==> config.mk <==
export PLATFORM = sky130hd
export DESIGN_NAME = dmrb_core
export DESIGN_NICKNAME = d
export VERILOG_FILES = /design/src/rtl/dmrb_core.v
export VERILOG_INCLUDE_DIRS = /design/src /design/src/rtl
export SDC_FILE = /design/constraint.sdc
export NUM_CORES = 1
export LEC_CHECK = 0
export ABC_AREA = 0
export BUFFER_PORTS_ARGS = -buffer_cell sky130_fd_sc_hd__buf_2
export CAP_MARGIN = 10
export CORE_AREA = 2 2 172 174
export CTS_CLUSTER_SIZE = 14
export DETAILED_ROUTE_END_ITERATION = 8
export DIE_AREA = 0 0 174 176
export HOLD_SLACK_MARGIN = 0.05
export SLEW_MARGIN = 15
export SYNTH_ARGS = -nofsm -noshare
export SYNTH_HDL_FRONTEND = slang
export SYNTH_SLANG_ARGS = --single-unit
==> constraint.sdc <==
create_clock -name clk -period 3.85 [get_ports clk]
set_input_delay 0.1925 -clock clk [delete_from_list [all_inputs] [get_ports clk]]
set_output_delay 0.1925 -clock clk [all_outputs]
set_load 0.005 [all_outputs]
==> src/rtl/dmrb_defines.vh <==
`ifndef DMRB_DEFINES_VH
`define DMRB_DEFINES_VH

// command strobes {cs_n, ras_n, cas_n, we_n}
`define DMRB_CMD_MRS 4'h0
`define DMRB_CMD_RD 4'h5
`define DMRB_CMD_WR 4'h4

// bank address that selects the target mode register
`define DMRB_BA_OPMODE 3'h0
`define DMRB_BA_EXT1 3'h1

// operating-mode register fields
`define DMRB_OM_BL_LO 0
`define DMRB_OM_BL_HI 1
`define DMRB_OM_CL_HALF 2
`define DMRB_OM_BT 3
`define DMRB_OM_CL_LO 4
`define DMRB_OM_CL_HI 6
`define DMRB_OM_TEST 7
`define DMRB_OM_DLLRST 8
`define DMRB_OM_WR_LO 9
`define DMRB_OM_WR_HI 11
`define DMRB_OM_PDFAST 12

// burst-length field codes
`define DMRB_BL_FIX8 2'h0
`define DMRB_BL_OTF 2'h1
`define DMRB_BL_FIX4 2'h2

// extended mode register one fields
`define DMRB_E1_AL_LO 3
`define DMRB_E1_AL_HI 4
`define DMRB_E1_WLVL 7
`define DMRB_E1_QOFF 12

// additive latency codes
`define DMRB_AL_ZERO 2'h0
`define DMRB_AL_CLM1 2'h1
`define DMRB_AL_CLM2 2'h2

// address bit that picks chop per command, and the write half bit
`define DMRB_ADDR_CHOP 12
`define DMRB_ADDR_HALF 2

// reset values of both mode registers
`define DMRB_OPMODE_RST 13'h0000
`define DMRB_EXT1_RST 13'h0000

// column latency = field + base, in clocks
`define DMRB_CL_BASE 5'h04

// fixed chop pulls the internal write in by this many clocks
`define DMRB_CHOP_PULLIN 4'h2

// precharge time in ns and its cycle count at 4 ns, rounded up
`define DMRB_TRP_NS 14
`define DMRB_CLK_NS 4
`define DMRB_TRP_CYC ((`DMRB_TRP_NS + `DMRB_CLK_NS - 1) / `DMRB_CLK_NS)

`endif

==> src/rtl/dmrb_core.v <==
// Notes on behaviour
// - All strobes and bank bits low: load operating-mode register from address pins.
// - Strobes low, bank bit 0 high, others low: load extended register one.
// - Write recovery at A9-A11 plus precharge time gives auto-precharge delay.
// - Column latency field at A4-A6 sets read-to-first-data clocks; A2 is ignored.
// - Only whole-clock column latencies; half-clock latency never used.
// - Read data starts after additive latency plus column latency clocks.
// - A3 selects burst order: zero sequential, one interleaved.
// - A0-A1 pick fixed chop, fixed eight or per-command chop via A12.
// - Sequential eight: start half wrapped from start column, then other half.
// - Interleaved eight: column is start column XOR beat index.
// - Chopped read: four beats from start half, drivers off for four slots.
// - Writes ignore low column bits; chop starts at 0 or 4 by A2.
// - Fixed chop write starts internally two clocks earlier; per-command keeps eight timing.
// - Loop reset bit clears itself once the reset is carried out.
// - A12 picks frozen loop slow exit or active loop short exit.
// - Output disable set: data and both strobe drivers disconnected.
`timescale 1ns/1ps
`include "dmrb_defines.vh"
`default_nettype none

module dmrb_core (
    input wire clk,
    input wire reset,
    input wire cs_n,
    input wire ras_n,
    input wire cas_n,
    input wire we_n,
    input wire [2:0] ba,
    input wire [12:0] addr,
    input wire cke,
    input wire [63:0] core_rd_words,
    input wire rd_ready,
    output reg [7:0] rd_data_q,
    output reg [2:0] rd_col_q,
    output reg rd_valid_q,
    output reg dq_oe_q,
    output reg dqs_oe_q,
    output reg [12:0] opmode_q,
    output reg [12:0] ext1_q,
    output reg dll_reset_pulse_q,
    output reg pd_fast_exit_q,
    output reg test_mode_q,
    output reg [4:0] auto_pre_delay_q,
    output reg wr_cmd_q,
    output reg [2:0] wr_start_col_q,
    output reg wr_chop_q,
    output reg [3:0] wr_pullin_q,
    output reg rd_busy_q
);

    localparam ST_IDLE = 2'h0;
    localparam ST_WAIT = 2'h1;
    localparam ST_BEAT = 2'h2;

    wire [3:0] cmd = {cs_n, ras_n, cas_n, we_n};
    wire is_mrs = cke && (cmd == `DMRB_CMD_MRS);
    wire is_rd = cke && (cmd == `DMRB_CMD_RD);
    wire is_wr = cke && (cmd == `DMRB_CMD_WR);

    // burst length decision shared by reads and writes
    wire [1:0] bl_mode = opmode_q[`DMRB_OM_BL_HI:`DMRB_OM_BL_LO];
    wire chop_now = (bl_mode == `DMRB_BL_FIX4) ||
        ((bl_mode == `DMRB_BL_OTF) && !addr[`DMRB_ADDR_CHOP]);

    // column latency: the half-clock bit is never honoured
    wire [4:0] cl_cyc = {2'h0, opmode_q[`DMRB_OM_CL_HI:`DMRB_OM_CL_LO]} +
        `DMRB_CL_BASE;
    wire [1:0] al_code = ext1_q[`DMRB_E1_AL_HI:`DMRB_E1_AL_LO];
    reg [4:0] al_cyc;
    // additive latency in clocks from its code
    always @* begin
        case (al_code)
            `DMRB_AL_CLM1: al_cyc = cl_cyc - 5'h01;
            `DMRB_AL_CLM2: al_cyc = cl_cyc - 5'h02;
            default: al_cyc = 5'h00;
        endcase
    end
    wire [5:0] rl_cyc = {1'b0, al_cyc} + {1'b0, cl_cyc};

    // write recovery code to clocks
    reg [4:0] wr_cyc;
    always @* begin
        case (opmode_q[`DMRB_OM_WR_HI:`DMRB_OM_WR_LO])
            3'h1: wr_cyc = 5'h05;
            3'h2: wr_cyc = 5'h06;
            3'h3: wr_cyc = 5'h07;
            3'h4: wr_cyc = 5'h08;
            3'h5: wr_cyc = 5'h0a;
            3'h6: wr_cyc = 5'h0c;
            3'h7: wr_cyc = 5'h0e;
            default: wr_cyc = 5'h10;
        endcase
    end

    // mode register loads; loop reset bit clears itself after one clock
    always @(posedge clk or posedge reset) begin
        if (reset) begin
            opmode_q <= `DMRB_OPMODE_RST;
            ext1_q <= `DMRB_EXT1_RST;
            dll_reset_pulse_q <= 1'b0;
        end else begin
            dll_reset_pulse_q <= opmode_q[`DMRB_OM_DLLRST];
            if (is_mrs && ba == `DMRB_BA_OPMODE) begin
                opmode_q <= addr;
            end else if (opmode_q[`DMRB_OM_DLLRST]) begin
                opmode_q[`DMRB_OM_DLLRST] <= 1'b0;
            end
            if (is_mrs && ba == `DMRB_BA_EXT1) begin
                ext1_q <= addr;
            end
        end
    end

    // precharge clocks held at full width, then cut on purpose to 5 bits
    wire [31:0] trp_full = `DMRB_TRP_CYC;
    wire [4:0] trp_cyc = trp_full[4:0];

    // derived mode outputs, registered so each port leaves a flop
    always @(posedge clk or posedge reset) begin
        if (reset) begin
            pd_fast_exit_q <= 1'b0;
            test_mode_q <= 1'b0;
            auto_pre_delay_q <= 5'h00;
        end else begin
            pd_fast_exit_q <= opmode_q[`DMRB_OM_PDFAST];
            test_mode_q <= opmode_q[`DMRB_OM_TEST];
            auto_pre_delay_q <= wr_cyc + trp_cyc;
        end
    end

    // write start column and internal timing pull-in
    always @(posedge clk or posedge reset) begin
        if (reset) begin
            wr_cmd_q <= 1'b0;
            wr_start_col_q <= 3'h0;
            wr_chop_q <= 1'b0;
            wr_pullin_q <= 4'h0;
        end else begin
            wr_cmd_q <= is_wr;
            if (is_wr) begin
                wr_chop_q <= chop_now;
                // low column bits are ignored; chop picks the half
                wr_start_col_q <= (chop_now && addr[`DMRB_ADDR_HALF]) ?
                    3'h4 : 3'h0;
                // only a chop fixed by the mode register pulls in
                wr_pullin_q <= (bl_mode == `DMRB_BL_FIX4) ?
                    `DMRB_CHOP_PULLIN : 4'h0;
            end
        end
    end

    // read burst sequencer feeding the two-entry buffer
    reg [1:0] state_q;
    reg [5:0] lat_q;
    reg [2:0] beat_q;
    reg [2:0] start_q;
    reg chop_q;
    reg ilv_q;
    reg [63:0] words_q;
    reg in_ready_q;

    wire push = (state_q == ST_BEAT) && in_ready_q;
    wire [2:0] seq_col = {start_q[2] ^ beat_q[2], start_q[1:0] + beat_q[1:0]};
    wire [2:0] ilv_col = start_q ^ beat_q;
    wire [2:0] beat_col = ilv_q ? ilv_col : seq_col;
    // chop leaves the back four slots undriven; output disable always
    wire beat_drv = !(chop_q && beat_q[2]) &&
        !ext1_q[`DMRB_E1_QOFF];
    wire [7:0] beat_data = words_q[{beat_col, 3'h0} +: 8];

    always @(posedge clk or posedge reset) begin
        if (reset) begin
            state_q <= ST_IDLE;
            lat_q <= 6'h00;
            beat_q <= 3'h0;
            start_q <= 3'h0;
            chop_q <= 1'b0;
            ilv_q <= 1'b0;
            words_q <= 64'h0;
            rd_busy_q <= 1'b0;
        end else begin
            case (state_q)
                ST_IDLE: begin
                    // a read during a burst is dropped; controller spaces them
                    if (is_rd) begin
                        start_q <= addr[2:0];
                        chop_q <= chop_now;
                        ilv_q <= opmode_q[`DMRB_OM_BT];
                        words_q <= core_rd_words;
                        lat_q <= rl_cyc - 6'h01;
                        beat_q <= 3'h0;
                        rd_busy_q <= 1'b1;
                        state_q <= (rl_cyc <= 6'h01) ? ST_BEAT : ST_WAIT;
                    end
                end
                ST_WAIT: begin
                    lat_q <= lat_q - 6'h01;
                    if (lat_q == 6'h01) begin
                        state_q <= ST_BEAT;
                    end
                end
                ST_BEAT: begin
                    // a full buffer stalls the beat, no word is lost
                    if (push) begin
                        beat_q <= beat_q + 3'h1;
                        if (beat_q == 3'h7) begin
                            state_q <= ST_IDLE;
                            rd_busy_q <= 1'b0;
                        end
                    end
                end
                default: state_q <= ST_IDLE;
            endcase
        end
    end

    // two-entry buffer: output stage plus skid entry
    reg [7:0] skid_data_q;
    reg [2:0] skid_col_q;
    reg skid_drv_q;
    reg skid_valid_q;
    wire out_free = !rd_valid_q || rd_ready;

    always @(posedge clk or posedge reset) begin
        if (reset) begin
            rd_data_q <= 8'h00;
            rd_col_q <= 3'h0;
            rd_valid_q <= 1'b0;
            dq_oe_q <= 1'b0;
            dqs_oe_q <= 1'b0;
            skid_data_q <= 8'h00;
            skid_col_q <= 3'h0;
            skid_drv_q <= 1'b0;
            skid_valid_q <= 1'b0;
            in_ready_q <= 1'b1;
        end else begin
            if (out_free) begin
                if (skid_valid_q) begin
                    rd_data_q <= skid_data_q;
                    rd_col_q <= skid_col_q;
                    dq_oe_q <= skid_drv_q;
                    dqs_oe_q <= skid_drv_q;
                    rd_valid_q <= 1'b1;
                    skid_valid_q <= 1'b0;
                    in_ready_q <= 1'b1;
                end else if (push) begin
                    rd_data_q <= beat_data;
                    rd_col_q <= beat_col;
                    dq_oe_q <= beat_drv;
                    dqs_oe_q <= beat_drv;
                    rd_valid_q <= 1'b1;
                end else begin
                    rd_valid_q <= 1'b0;
                    dq_oe_q <= 1'b0;
                    dqs_oe_q <= 1'b0;
                end
            end else if (push) begin
                // receiver stalled: park the beat and close the input
                skid_data_q <= beat_data;
                skid_col_q <= beat_col;
                skid_drv_q <= beat_drv;
                skid_valid_q <= 1'b1;
                in_ready_q <= 1'b0;
            end
        end
    end

endmodule

`default_nettype wire

======== Word level (Yosys, flattened, before mapping) ========
Index checks and enable logic that the tools add are counted.
operators by class
  add/sub/neg operators ................... 9
  $lt $le $gt $ge ......................... 1
  equal/unequal tests ..................... 23
  shifts and indexed selects .............. 1
  multiplexer cells ....................... 34
  bitwise logic cells ..................... 3
  reduce and logical (&&, ||, !) cells .... 31
operator list
  operator                                                        number
  variable part select 64 x 7 -> 8 bit                            1
  case mux 5 bit (7 select lines)                                 1
  two-way mux 3 bit                                               6
  two-way mux 8 bit                                               2
  equality test 3 bit, second input constant                      5
  two-way mux 1 bit                                               13
  two-way mux 2 bit                                               6
  case mux 6 bit (2 select lines)                                 1
  subtractor 6 x 1 -> 6 bit, second input constant                2
  logical AND 1 bit                                               10
  case mux 5 bit (2 select lines)                                 1
  AND reduction 2 bit                                             5
  equality test 4 x 3 -> 1 bit, second input constant             2
  != test 2 bit, second input constant                            4
  AND reduction 4 bit                                             2
  nonzero test 2 bit                                              4
  adder 5 x 4 -> 6 bit                                            1
  equality test 2 x 1 -> 1 bit, second input constant             3
  equality test 2 bit, second input constant                      3
  equality test 3 x 1 -> 1 bit, second input constant             2
  equality test 3 x 2 -> 1 bit, second input constant             2
  equality test 6 x 1 -> 1 bit, second input constant             1
  less-or-equal comparator 6 x 1 -> 1 bit, second input constant  1
  two-way mux 6 bit                                               1
  other kinds (19)                                                23
storage, ports and cells
  register bits after elaboration ......... 151
  input port bits ......................... 88
  output and inout bits ................... 58
  word-level logic and storage cells ...... 130

======== Depth between registers and ports, before layout ========
  word-level depth ........................ 8
  gate-level depth with buffers ........... 12
  depth with buffers taken out ............ 12

======== Least setup slack after synthesis ========
No wires, ideal clock.
  path type ............................... register -> register
  from .................................... reg opmode_q[5]
  to ...................................... reg lat_q[5]
  library setup time ...................... 0.077 ns
  arrival ................................. 2.457 ns
  data required time ...................... 3.773 ns
  path slack .............................. 1.315 ns
  stages on the path, launching flop included .. 12
  path buffers ............................ 0
  period minus slack after synthesis ...... 2.535 ns
  cells stage by stage .................... dfrtp_1 > inv_1 > ha_1 > o22ai_1 > nand2b_1 > inv_1 > ha_1 > a31o_1 > a21oi_1 > xnor2_1 > or4_1 > a21oi_1
on the way
  longest elaborated chain between the ends .. 7
  elaborated cells between the ends (all ways) .. 8
  classes of those cells .................. add/sub: 5; mux: 3
ends and longest elaborated chain
  what                                                                    RTL line                        RTL
  start, declared                                                         dmrb_core.v:39                  output reg [12:0] opmode_q,
  start signal, assigned                                                  dmrb_core.v:99                  opmode_q <= `DMRB_OPMODE_RST;
  start signal, assigned                                                  dmrb_core.v:105                 opmode_q <= addr;
  adder 3 x 3 -> 4 bit (no line) (*)                                      --
  subtractor 4 x 2 -> 5 bit or subtractor 4 x 1 -> 5 bit (tied branches)  dmrb_core.v:75, dmrb_core.v:74
  case mux 5 bit (2 select lines)                                         dmrb_core.v:73                  case (al_code)
  adder 5 x 4 -> 6 bit (*)                                                dmrb_core.v:79                  wire [5:0] rl_cyc = {1'b0, al_cyc} + {1'b0, cl_cyc};
  subtractor 6 x 1 -> 6 bit (*)                                           dmrb_core.v:191                 lat_q <= rl_cyc - 6'h01;
  two-way mux 6 bit (*)                                                   dmrb_core.v:186                 if (is_rd) begin
  case mux 6 bit (2 select lines) (*)                                     dmrb_core.v:183                 case (state_q)
  end signal, assigned                                                    dmrb_core.v:191
  end signal, assigned                                                    dmrb_core.v:198                 lat_q <= lat_q - 6'h01;
  end, declared                                                           dmrb_core.v:155                 reg [5:0] lat_q;
Mark *: on every way between the ends. The rest lies on a longest branch, timed or not. The select of a mux whose other input is x is not followed.
A chain may end at the register's enable or synchronous reset.

======== Worst setup path in the final report ========
Ends and elaborated chain as after synthesis.

==> flow_summary.json <==
{
  "drt_iter0_drc": 139,
  "final_area_mm2": 0.00921,
  "viasPerCell": 4.19,
  "status": "finished, violations left",
  "multi_input_area_mm2": 0.00293,
  "finalClockSkew_ns": 0.00871,
  "clk_pin_slew_ns": 0.07,
  "start_kind": "register",
  "grt.busiest_layer": "met2",
  "rrSetupSlack_ns": 1.08,
  "post-route-min-period_ns": 2.77,
  "yosys.area.top_type": "dfrtp_1",
  "fin_setup_tns_ns": 0,
  "grt.met1_usage_pct": 15.2,
  "gr-total-overflow": 0,
  "fp.dieArea_mm2": 0.0306,
  "cts_sinks": 146,
  "finalMaxSlewViolations": 0,
  "powerDensity_mw_per_mm2": 616,
  "numCtsBuffers": 17,
  "fin_util_pct": 32.3,
  "finalSetupViolations": 0,
  "holdBufCountCts": 74,
  "synthTopCellsByCount": "145 x dfrtp_1, 96 x mux2_2, 34 x mux2i_1, 33 x a21oi_1, 25 x nor2_1",
  "grt_max_degree": 147,
  "drc": 0,
  "maxCapViolCount": 0,
  "path_max_fanout": 6,
  "cts_tree": "built",
  "synth_warnings": 0,
  "hold_ws_ns": -0.0841,
  "wl_per_cell_um": 14.9,
  "critPathKind": "register to register",
  "ys_ff_latch": 146,
  "synth.cell_area_mm2": 0.00679,
  "reg2reg_from": "opmode_q[5]$_DFFE_PP0P_",
  "first_global_vias": 5036,
  "port_buffers": 140,
  "crit_arrival_ns": 3.11,
  "synthCells": 529,
  "hold_violations": 38,
  "ant_nets": 0,
  "grt_pass1_wl_um": 27500,
  "leakage_nw": 4.39,
  "htree_levels": 4,
  "final_layout_size_suffix_gt1_share_pct": 39.1,
  "r2r_cells": 11,
  "start_util_pct": 23.8,
  "slowest_delay_ns": 0.53,
  "violations": "negative hold slack",
  "placed_area_mm2": 0.00790,
  "crit_path_end_kind": "register",
  "cts-root-buf": "clkbuf_16",
  "place_hpwl_um": 11600,
  "grtUsageTotal_pct": 11.5,
  "synth.top_cell.area_share_pct": 53.4,
  "ys.flop_type": "dfrtp_1",
  "tightest_slew_ns": 0.989,
  "path_cells": "inv_1, ha_1, o22ai_1, nand2b_1, inv_1, ha_1, a31o_1, a21oi_1, xnor2_1, or4_1, a21oi_1",
  "seq_area_mm2": 0.00365,
  "design.core.area_mm2": 0.0285,
  "wl_um": 17000,
  "slew-limit-headroom_pct": 34.0,
  "clock.fmax_mhz": 360,
  "area.growth.synth_to_final_pct": 35.6,
  "yosysMostFrequentCell": "dfrtp_1",
  "synthTopCellsByArea": "dfrtp_1 53%, mux2_2 16%, mux2i_1 5.0%",
  "yosysSeqAreaShare_pct": 53.8,
  "nets": 844,
  "cts_resized": 0,
  "die_h_um": 176,
  "vdd_drop_max_uv": 309,
  "syn_avg_cell_area_um2": 12.8,
  "grt_setup_unrepaired": "no",
  "clock_path_buffers": 2,
  "cts_setup_buffers": 0,
  "fill_cells": 2930,
  "met2_usage_pct": 18.5,
  "synth-async-reset-ratio_pct": 100,
  "r2r-end": "lat_q[5]$_DFFE_PP0P_",
  "synth_edf_count": 0,
  "synth_cell_types": 48,
  "rows": 62,
  "boundaryPins": 146,
  "finalWeightedCongestion": 0.784,
  "die_w_um": 174,
  "clk_latency_ns": 0.42,
  "hp-class": "input port to asynchronous set/reset pin",
  "slowest_stage": "or4_1",
  "post-route-period-util_pct": 72.1,
  "critPathRequiredTime_ns": 4.19,
  "antenna_found_initial": 0,
  "vias": 4765,
  "grt_use_met3_pct": 2.24,
  "drt_pass1_iterations": 4
}
==> critical path: cells and delay by family (launching register included) <==
family	cells	cell delay (ns)
adder cells (fa/ha/maj)	2	0.51
flip-flops	1	0.44
XOR/XNOR	1	0.17
buffers and inverters	2	0.22
AO/OA/AOI/OAI	4	0.71
AND/OR/NAND/NOR	2	0.64
==> sequential cells by signal (all words and copies together) (netlist names), 2 cells and up <==
| register | cells |
|---|---|
| auto_pre_delay_q | 5 |
| start_q | 3 |
| skid_data_q | 8 |
| rd_col_q | 3 |
| words_q | 64 |
| rd_data_q | 8 |
| skid_col_q | 3 |
| ext1_q | 13 |
| state_q | 2 |
| opmode_q | 13 |
| beat_q | 3 |
| lat_q | 6 |
==> metrics by stage <==
| stage | power [W] | hold WS (ns) | instances | worst slack [ns] |
|---|---|---|---|---|
| finish | 0.00568 | -0.0841 | 1137 | 1.08 |
| global route | 0.00605 | 0.0583 | 1136 | 0.779 |
| CTS | 0.00578 | 0.0559 | 1136 | 1.05 |
| detailed placement | 0.00407 | 0.360 | 1030 | 1.07 |
| global placement | 0.00402 | 0.358 | 1030 | 1.20 |
| floorplan | 0.00351 | 0.298 | 533 | 1.32 |
==> per-layer routing <==
| metal | routed length [um] | vias up |
|---|---|---|
| met5 | 0 | - |
| met3 | 489 | 18 |
| met1 | 7960 | 2346 |
| li1 | - | 2304 |
| met2 | 8170 | 97 |
| met4 | 356 | 0 |
==> report_power, final <==
| group | total [W] | switching (W) | internal [W] | leakage [nW] |
|---|---|---|---|---|
| clock | 0.00162 | 0.000741 | 0.000878 | 0.283 |
| combinational | 0.00186 | 0.000892 | 0.000967 | 2.22 |
| sequential | 0.00220 | 0.000272 | 0.00193 | 1.89 |
==> area by class of cell <==
cell class / count / share of cell area, %
multi-input cells: 339 / 31.8
clock inverters: 14 / 1.44
clock buffers: 18 / 4.77
diodes: 1 / 0.0272
repair buffers: 218 / 16.4
well taps: 384 / 5.21
flip-flops and latches: 146 / 39.7
inverters: 17 / 0.733
==> worst max path at each step <==
stage	from	to	slack, ns
after CTS	opmode_q[5]$_DFFE_PP0P_	lat_q[5]$_DFFE_PP0P_	1.05
after detailed placement	opmode_q[5]$_DFFE_PP0P_	lat_q[5]$_DFFE_PP0P_	1.07
final	opmode_q[5]$_DFFE_PP0P_	lat_q[5]$_DFFE_PP0P_	1.08
after global placement	opmode_q[5]$_DFFE_PP0P_	lat_q[5]$_DFFE_PP0P_	1.20
after floorplan	opmode_q[5]$_DFFE_PP0P_	lat_q[5]$_DFFE_PP0P_	1.32
after global routing	opmode_q[5]$_DFFE_PP0P_	lat_q[5]$_DFFE_PP0P_	0.78
==> layout by cell type, fill, tap and decap left out, types with 15 or more instances in the layout <==
cell,netlist,final
o21ai_0,16,15
mux2i_1,34,34
dlygate4sd3_1,0,74
buf_2,8,140
ha_1,16,16
inv_1,17,16
clkbuf_16,0,17
nor2_1,25,25
nand2_1,24,24
mux2_2,96,96
a21oi_1,33,33
dfrtp_1,145,145
==> cell families (layout without fill, tap and decap cells) <==
logic type,after synthesis,in the layout,share of synthesized area [%]
xor+xnor,10,10,1.68
simple gates,94,94,6.94
other cells,1,6,0.0552
mux,140,140,23.9
buf+inv,48,267,3.46
compound gates,73,73,6.91
flops,146,146,53.8
fa+ha+maj,17,17,3.24
Power figures use the tool's default switching activity.
